===== src/logic/dual_dptr_pkg.sv =====
// constants and types shared by the dual address pointer block
package dual_dptr_pkg;

  // widths
  localparam int unsigned BYTE_W     = 8;
  localparam int unsigned PTR_W      = 16;
  localparam int unsigned SFR_ADDR_W = 8;
  localparam int unsigned NUM_PTRS   = 2;

  // register-space addresses
  localparam logic [7:0] ADDR_PTR0_LOW  = 8'h82;
  localparam logic [7:0] ADDR_PTR0_HIGH = 8'h83;
  localparam logic [7:0] ADDR_PTR1_LOW  = 8'h84;
  localparam logic [7:0] ADDR_PTR1_HIGH = 8'h85;
  localparam logic [7:0] ADDR_SELECTION = 8'h86;

  // reset values and field layout
  localparam logic [15:0] PTR_RESET      = 16'h0000;
  localparam logic [7:0]  SELECTION_RESET = 8'h00;
  localparam int unsigned SEL_BIT_POS    = 0;
  localparam logic [6:0]  SEL_RESERVED   = 7'h00;
  localparam logic [7:0]  UNMAPPED_READ  = 8'h00;
  localparam logic [7:0]  ACC_PAD        = 8'h00;
  localparam int unsigned INC_STEP       = 1;

  // pointer operations issued by the core, one-hot
  typedef enum logic [6:0] {
    op_none        = 7'h01,
    op_inc         = 7'h02,
    op_load        = 7'h04,
    op_code_read   = 7'h08,
    op_xdata_read  = 7'h10,
    op_xdata_write = 7'h20,
    op_jump        = 7'h40
  } ptr_op_type;

endpackage


===== src/logic/ptr_port_if.sv =====
// control and value bundle between the selector and one pointer store
interface ptr_port_if #(
  parameter int unsigned W = 16
) ();
  logic             wr_low;
  logic             wr_high;
  logic [W/2-1:0]   wr_byte;
  logic             load;
  logic [W-1:0]     load_value;
  logic             inc;
  logic [W-1:0]     value;

  modport ctrl  (output wr_low, wr_high, wr_byte, load, load_value, inc,
                 input  value);
  modport store (input  wr_low, wr_high, wr_byte, load, load_value, inc,
                 output value);
endinterface


===== src/logic/pointer_store.sv =====
// one 16-bit address pointer with byte writes, load and increment
module pointer_store #(
  parameter int unsigned W = dual_dptr_pkg::PTR_W
) (
  input  wire logic  i_clk,
  input  wire logic  i_rst,
  ptr_port_if.store  port
);

  localparam int unsigned H = W / 2;

  logic [W-1:0] value_reg;
  logic [W-1:0] value_next;
  logic [W-1:0] incremented;

  // whole-word add: low byte carries into high, all ones wraps to zero
  assign incremented = value_reg + W'(dual_dptr_pkg::INC_STEP);

  // load beats increment; direct byte writes land last
  always_comb begin
    value_next = value_reg;
    if (port.load) begin
      value_next = port.load_value;
    end else if (port.inc) begin
      value_next = incremented;
    end
    if (port.wr_low) begin
      value_next[H-1:0] = port.wr_byte;
    end
    if (port.wr_high) begin
      value_next[W-1:H] = port.wr_byte;
    end
  end

  // pointer bytes clear on reset
  always_ff @(posedge i_clk) begin
    if (i_rst) begin
      value_reg <= W'(dual_dptr_pkg::PTR_RESET);
    end else begin
      value_reg <= value_next;
    end
  end

  assign port.value = value_reg;

endmodule


===== src/logic/dual_data_pointer_select.sv =====
// two external-memory address pointers with a selection register
module dual_data_pointer_select #(
  parameter int unsigned PTR_W  = dual_dptr_pkg::PTR_W,
  parameter int unsigned BYTE_W = dual_dptr_pkg::BYTE_W
) (
  input  wire logic                      i_clk,
  input  wire logic                      i_rst,
  // direct register-space access from the core
  input  wire logic [7:0]                i_sfr_addr,
  input  wire logic                      i_sfr_wr,
  input  wire logic [BYTE_W-1:0]         i_sfr_wdata,
  input  wire logic                      i_sfr_rd,
  output logic      [BYTE_W-1:0]         o_sfr_rdata,
  output logic                           o_sfr_ack,
  // pointer instructions from the core
  input  wire logic                      i_op_valid,
  input  wire dual_dptr_pkg::ptr_op_type i_op,
  input  wire logic [PTR_W-1:0]          i_op_const,
  input  wire logic [BYTE_W-1:0]         i_acc,
  output logic                           o_op_done,
  output logic                           o_op_refused,
  // memory address handed to the bus unit
  output logic                           o_mem_valid,
  output dual_dptr_pkg::ptr_op_type      o_mem_op,
  output logic      [PTR_W-1:0]          o_mem_addr,
  output logic                           o_mem_ptr_id,
  // state views
  output logic                           o_select_bit,
  output logic      [PTR_W-1:0]          o_pointer0,
  output logic      [PTR_W-1:0]          o_pointer1
);

  localparam int unsigned NUM = dual_dptr_pkg::NUM_PTRS;
  localparam int unsigned H   = PTR_W / 2;

  // selection register state
  logic sel_reg;
  logic sel_next;

  // pointer values from the two stores
  logic [PTR_W-1:0] ptr_val [NUM];

  // registered outputs and the next values feeding them
  logic [BYTE_W-1:0]         rdata_reg;
  logic [BYTE_W-1:0]         rdata_next;
  logic                      ack_reg;
  logic                      op_done_reg;
  logic                      op_refused_reg;
  logic                      mem_valid_reg;
  dual_dptr_pkg::ptr_op_type mem_op_reg;
  dual_dptr_pkg::ptr_op_type mem_op_next;
  logic [PTR_W-1:0]          mem_addr_reg;
  logic [PTR_W-1:0]          mem_addr_next;
  logic                      mem_ptr_id_reg;

  // address decode of the register space
  wire hit_p0_low  = (i_sfr_addr == dual_dptr_pkg::ADDR_PTR0_LOW);
  wire hit_p0_high = (i_sfr_addr == dual_dptr_pkg::ADDR_PTR0_HIGH);
  wire hit_p1_low  = (i_sfr_addr == dual_dptr_pkg::ADDR_PTR1_LOW);
  wire hit_p1_high = (i_sfr_addr == dual_dptr_pkg::ADDR_PTR1_HIGH);
  wire hit_sel     = (i_sfr_addr == dual_dptr_pkg::ADDR_SELECTION);
  wire sfr_hit     = hit_p0_low | hit_p0_high | hit_p1_low | hit_p1_high
                   | hit_sel;

  // write strobes per register, taken whatever the selection is
  wire wr_p0_low  = i_sfr_wr & hit_p0_low;
  wire wr_p0_high = i_sfr_wr & hit_p0_high;
  wire wr_p1_low  = i_sfr_wr & hit_p1_low;
  wire wr_p1_high = i_sfr_wr & hit_p1_high;
  wire wr_sel     = i_sfr_wr & hit_sel;

  // per-pointer strobe vectors for the generate loop
  wire [NUM-1:0] wr_low_vec  = {wr_p1_low, wr_p0_low};
  wire [NUM-1:0] wr_high_vec = {wr_p1_high, wr_p0_high};

  // selection bit: only bit 0 is stored, the rest is fixed at zero
  assign sel_next = wr_sel ? i_sfr_wdata[dual_dptr_pkg::SEL_BIT_POS]
                           : sel_reg;

  // instruction decode; anything not a legal code is ignored
  wire is_inc   = i_op_valid & (i_op == dual_dptr_pkg::op_inc);
  wire is_load  = i_op_valid & (i_op == dual_dptr_pkg::op_load);
  wire is_code  = i_op_valid & (i_op == dual_dptr_pkg::op_code_read);
  wire is_xrd   = i_op_valid & (i_op == dual_dptr_pkg::op_xdata_read);
  wire is_xwr   = i_op_valid & (i_op == dual_dptr_pkg::op_xdata_write);
  wire is_jump  = i_op_valid & (i_op == dual_dptr_pkg::op_jump);
  wire is_mem   = is_code | is_xrd | is_xwr | is_jump;
  wire is_mod   = is_inc | is_load;

  // a direct write to the selected pointer in the same cycle wins;
  // the dropped modify is reported on o_op_refused in the next cycle
  wire wr_selected_ptr = sel_reg ? (wr_p1_low | wr_p1_high)
                                 : (wr_p0_low | wr_p0_high);
  wire mod_refused     = is_mod & wr_selected_ptr;
  wire mod_taken       = is_mod & ~wr_selected_ptr;

  // the selected pointer; a selection write acts from the next cycle
  wire [PTR_W-1:0] selected_ptr = sel_reg ? ptr_val[1]
                                          : ptr_val[0];

  // accumulator-relative address wraps inside 16 bits
  wire [PTR_W-1:0] acc_wide    = {dual_dptr_pkg::ACC_PAD, i_acc};
  wire [PTR_W-1:0] indexed_ptr = selected_ptr + acc_wide;
  wire             use_indexed = is_code | is_jump;

  assign mem_addr_next = use_indexed ? indexed_ptr : selected_ptr;
  assign mem_op_next   = is_mem ? i_op : dual_dptr_pkg::op_none;

  // pointer stores, one per pointer; each sees modify only if selected
  ptr_port_if #(.W(PTR_W)) port_bus [NUM] ();

  genvar gi;
  generate
    for (gi = 0; gi < NUM; gi++) begin : g_ptr
      wire is_selected = (sel_reg == 1'(gi));
      assign port_bus[gi].wr_low     = wr_low_vec[gi];
      assign port_bus[gi].wr_high    = wr_high_vec[gi];
      assign port_bus[gi].wr_byte    = i_sfr_wdata;
      assign port_bus[gi].load       = mod_taken & is_load & is_selected;
      assign port_bus[gi].load_value = i_op_const;
      assign port_bus[gi].inc        = mod_taken & is_inc & is_selected;
      assign ptr_val[gi]             = port_bus[gi].value;

      pointer_store #(
        .W (PTR_W)
      ) u_store (
        .i_clk (i_clk),
        .i_rst (i_rst),
        .port  (port_bus[gi])
      );
    end
  endgenerate

  // read data mux; reserved selection bits and unmapped space read zero
  wire [BYTE_W-1:0] sel_read = {dual_dptr_pkg::SEL_RESERVED,
                                sel_reg};
  assign rdata_next =
      hit_p0_low  ? ptr_val[0][H-1:0]     :
      hit_p0_high ? ptr_val[0][PTR_W-1:H] :
      hit_p1_low  ? ptr_val[1][H-1:0]     :
      hit_p1_high ? ptr_val[1][PTR_W-1:H] :
      hit_sel     ? sel_read              :
                    dual_dptr_pkg::UNMAPPED_READ;

  // selection register: cleared on reset so pointer zero is active
  always_ff @(posedge i_clk) begin
    if (i_rst) begin
      sel_reg <= dual_dptr_pkg::SELECTION_RESET[0];
    end else begin
      sel_reg <= sel_next;
    end
  end

  // register read port; data holds until the next read, mapped or not
  always_ff @(posedge i_clk) begin
    if (i_rst) begin
      rdata_reg <= dual_dptr_pkg::UNMAPPED_READ;
      ack_reg   <= 1'b0;
    end else begin
      if (i_sfr_rd) begin
        rdata_reg <= rdata_next;
      end
      ack_reg <= (i_sfr_rd | i_sfr_wr) & sfr_hit;
    end
  end

  // memory request and instruction status; valid, done and refused pulse, address and pointer id hold until the next memory op
  always_ff @(posedge i_clk) begin
    if (i_rst) begin
      mem_valid_reg  <= 1'b0;
      mem_op_reg     <= dual_dptr_pkg::op_none;
      mem_addr_reg   <= dual_dptr_pkg::PTR_RESET;
      mem_ptr_id_reg <= 1'b0;
      op_done_reg    <= 1'b0;
      op_refused_reg <= 1'b0;
    end else begin
      mem_valid_reg  <= is_mem;
      mem_op_reg     <= mem_op_next;
      op_done_reg    <= is_mem | mod_taken;
      op_refused_reg <= mod_refused;
      if (is_mem) begin
        mem_addr_reg   <= mem_addr_next;
        mem_ptr_id_reg <= sel_reg;
      end
    end
  end

  // outputs come straight from flip-flops
  assign o_sfr_rdata  = rdata_reg;
  assign o_sfr_ack    = ack_reg;
  assign o_op_done    = op_done_reg;
  assign o_op_refused = op_refused_reg;
  assign o_mem_valid  = mem_valid_reg;
  assign o_mem_op     = mem_op_reg;
  assign o_mem_addr   = mem_addr_reg;
  assign o_mem_ptr_id = mem_ptr_id_reg;
  assign o_select_bit = sel_reg;
  assign o_pointer0   = ptr_val[0];
  assign o_pointer1   = ptr_val[1];

endmodule


===== config.mk =====
export PLATFORM = sky130hd
export DESIGN_NAME = dual_data_pointer_select
export DESIGN_NICKNAME = d
export VERILOG_FILES = /design/src/logic/dual_dptr_pkg.sv /design/src/logic/ptr_port_if.sv /design/src/logic/pointer_store.sv /design/src/logic/dual_data_pointer_select.sv
export SDC_FILE = /design/constraint.sdc
export NUM_CORES = 1
export LEC_CHECK = 0
export ABC_CLOCK_PERIOD_IN_PS = 3100
export BUFFER_PORTS_ARGS = -buffer_cell sky130_fd_sc_hd__buf_2
export CAP_MARGIN = 20
export CORE_UTILIZATION = 49
export CTS_CLUSTER_SIZE = 10
export DETAILED_ROUTE_END_ITERATION = 10
export PLACE_DENSITY = 0.84
export SETUP_SLACK_MARGIN = 0.3
export SYNTH_ARGS = -nofsm -noshare
export SYNTH_HDL_FRONTEND = slang
export SYNTH_SLANG_ARGS = --single-unit
export TNS_END_PERCENT = 20

===== constraint.sdc =====
create_clock -name i_clk -period 3.1 [get_ports i_clk]
set_input_delay 0.465 -clock i_clk [delete_from_list [all_inputs] [get_ports i_clk]]
set_output_delay 0.465 -clock i_clk [all_outputs]
set_load 0.05 [all_outputs]

==> impl_metrics.yaml <==
detailed_routing:
  ant_nets: 0
  drt_wl_total_um: 15700
  drc: 0
  vias: 5180
  wl_per_cell_um: 19.1
  initialDrtViolationCount: 458
  drt-pass1-iter-count: 5
  via_per_inst: 6.33
die:
  io_pins: 121
  core-area_mm2: 0.00920
  rows: 35
  start_util_pct: 50.4
  die_area_mm2: 0.00984
  die_h_um: 99.2
  die_x_um: 99.2
yosys:
  ys_ff_latch: 69
  synthXorXnorAreaFrac_pct: 6.24
  synthAdderAreaFrac_pct: 3.13
  synth.area.mux_share_pct: 9.43
  synth_edf_count: 0
  synthFlopType: "dfxtp_1"
  async_flop_share_pct: 0
  synth_cell_types: 56
  synth.yosys.seq_area_share_pct: 29.8
  synth-simple-area-share_pct: 24.5
  synth_top_family_by_area: "simple AND/OR/NAND/NOR gates"
  synth_compound_area_share_pct: 21.7
  netlist_instances: 591
  synth_area_mm2: 0.00463
  synth.avg_cell_area_um2: 7.84
  yosysWarnings: 0
critical_path:
  worst_ep_arrival_time_ns: 2.93
  worstPathRequired_ns: 3.39
  cp_max_fo: 15
  crit_start: "o_select_bit$_SDFFE_PP0P_"
  worstSetupPathType: "flop to flop"
  critPathLaunchType: "flop"
  cp-end-kind: "flop"
  r2r-start: "o_select_bit$_SDFFE_PP0P_"
clock_tree:
  cts_max_level: 3
  insertion_delay_ns: 0.35
  tritoncts: "built"
  cts_buffers: 9
  clock_sinks: 69
  postCtsHoldBufs: 0
  clk_pin_slew_ns: 0.07
  cts_max_path_buffers: 2
  cts_root_buf: "clkbuf_8"
placed_design:
  routabilityCongestion: 0.937
  portBuffers: 120
  placed_area_mm2: 0.00537
  dpl.hpwl_um: 11400
global_route:
  grt.overflow.total: 0
  grt_max_degree: 59
  antenna_found_initial: 0
  grt_pass1_vias: 4850
  grt_pass1_wl_um: 24100
  track_usage_pct: 31.4
timing:
  period_needed_ns: 2.64
  final_hold_viol_count: 0
  rsz0062_at_grt: "false"
  fin_skew_ns: 0.00929
  setup_viol: 0
  setup_tns_ns: 0
  drv_slew: 0
  fmax_ghz: 0.379
  maxSlewHeadroom_pct: 55.4
  worst_pin_slew_ns: 0.670
  period_share_pct: 85.2
cells_and_area:
  drive_above_1_share_pct: 27.0
  final_area_mm2: 0.00558
  largest_reg_flops: 32
  finalNetCount: 765
  fillerInstances: 811
  diodes: 0
  area_growth_pct: 20.5
  post-route-util_pct: 60.7
hold_path:
  hold_path_class: "primary input to flop"
  min_from: "i_op[5]"
run:
  maxCapViolations: 0
power_and_ir_drop:
  leakagePower_nw: 2.37
  ir_drop_v: 0.000179
  pwr_density_cell_mw_per_mm2: 320
run_status:
  outcome: "complete, no violations"
==> cells in the final DEF, fill, tap and decap left out, types with 13 or more instances in the layout <==
cell type	instances
dfxtp_1	68
mux2_2	21
nor2_1	46
nor3b_1	13
buf_4	24
mux2i_1	20
a21oi_1	64
nand3_1	26
xnor2_1	15
buf_2	120
nor3_1	24
o21ai_0	20
nand2_1	53
xor2_1	18
==> critical path, cell delays in order, from the launching register on <==
cell       delay (ns)
dfxtp_4          0.41
mux2_2           0.25
ha_1             0.20
inv_1            0.07
fa_1             0.38
nor2b_1          0.23
o2111ai_1        0.16
nand3_1          0.19
nand2_1          0.10
or4_1            0.51
nand3_1          0.09
==> repair_timing <==
item | CTS | global route
endpoints found under the setup margin | 0 | 4
resized for setup | 0 | 2
hold endpoints to repair | 0 | 0
buffers inserted | 0 | 1
==> final timing paths <==
kind              cells after the start  slack (ns)                          end
hold / removal                        2        0.39       o_mem_op[5]$_SDFF_PP0_
setup reg to reg                     10        0.46  o_mem_addr[14]$_SDFFE_PP0P_
hold reg to reg                       2        0.47  o_mem_addr[10]$_SDFFE_PP0P_
setup / recovery                     10        0.46  o_mem_addr[14]$_SDFFE_PP0P_
==> logic make-up (layout without fill, tap and decap cells) <==
group                      after synthesis  after routing
and+or+nand+nor                        221            221
AOI/OAI and AO/OA                      158            158
DFF                                     69             69
buffers and inverters                   57            172
muxes                                   41             41
xor gates and xnor gates                33             33
adders and majority gates               11             11
other                                    1              2
==> layer usage <==
| layer | GRT usage (%) | wire [um] |
|---|---|---|
| met1 | 38.6 | 6190 |
| met2 | 50.9 | 7290 |
| met3 | 7.38 | 1420 |
| met4 | 16.7 | 758 |
| met5 | 0 | 0 |
==> stage by stage <==
stage	power [mW]	hold WS, ns	worst slack (ns)	instances
floorplan	0.991	0.601	0.358	592
global placement	1.06	0.445	0.619	801
detailed placement	1.06	0.456	0.480	801
CTS	1.79	0.375	0.442	817
global route	1.84	0.384	0.310	818
finish	1.79	0.387	0.460	818
==> power breakdown <==
part,switching [mW],total (mW),leakage [nW],internal [mW]
clock,0.350,0.739,0.103,0.389
sequential,0.00253,0.891,0.557,0.888
combinational,0.102,0.156,1.71,0.0544
total,0.454,1.79,2.37,1.33
==> Yosys cell counts (2+ instances only) <==
library cell / n / area share, %
nor3_2: 2 / 0.43
nor3_1: 25 / 2.7
o21ai_0: 21 / 2.3
xor2_1: 18 / 3.4
a22oi_1: 9 / 1.5
a31oi_1: 9 / 1.2
ha_1: 10 / 2.7
a211o_1: 8 / 1.5
o221ai_1: 4 / 0.76
mux2i_1: 20 / 4.3
nor2b_1: 4 / 0.54
o21a_1: 5 / 0.81
nor3b_1: 13 / 2.1
nand3_1: 26 / 2.8
o211ai_1: 6 / 0.97
buf_1: 3 / 0.24
nand3b_1: 2 / 0.32
inv_1: 12 / 0.97
nor4b_1: 2 / 0.38
a21oi_1: 64 / 6.9
a211oi_1: 7 / 1.1
nand2_1: 53 / 4.3
a31o_2: 2 / 0.38
xnor2_1: 15 / 2.8
clkbuf_1: 31 / 2.5
dfxtp_1: 69 / 30
or3_1: 3 / 0.41
a221oi_1: 5 / 0.95
o2111ai_1: 7 / 1.3
nand4_1: 12 / 1.6
o22ai_1: 4 / 0.54
and4_1: 5 / 0.95
mux2_2: 21 / 5.1
nor2_1: 46 / 3.7
nand2b_1: 9 / 1.2
and3_1: 11 / 1.5
buf_2: 9 / 0.97
==> final cells by class <==
type	count	area, um^2	area share (%)
multi-input cells	466	3040	54.4
flip-flops and latches	69	1390	24.8
repair buffers	144	781	14.0
clock buffers	11	141	2.53
well taps	111	139	2.49
clock inverters	5	50.0	0.897
inverters	12	45.0	0.808
Power figures use the tool's default switching activity.
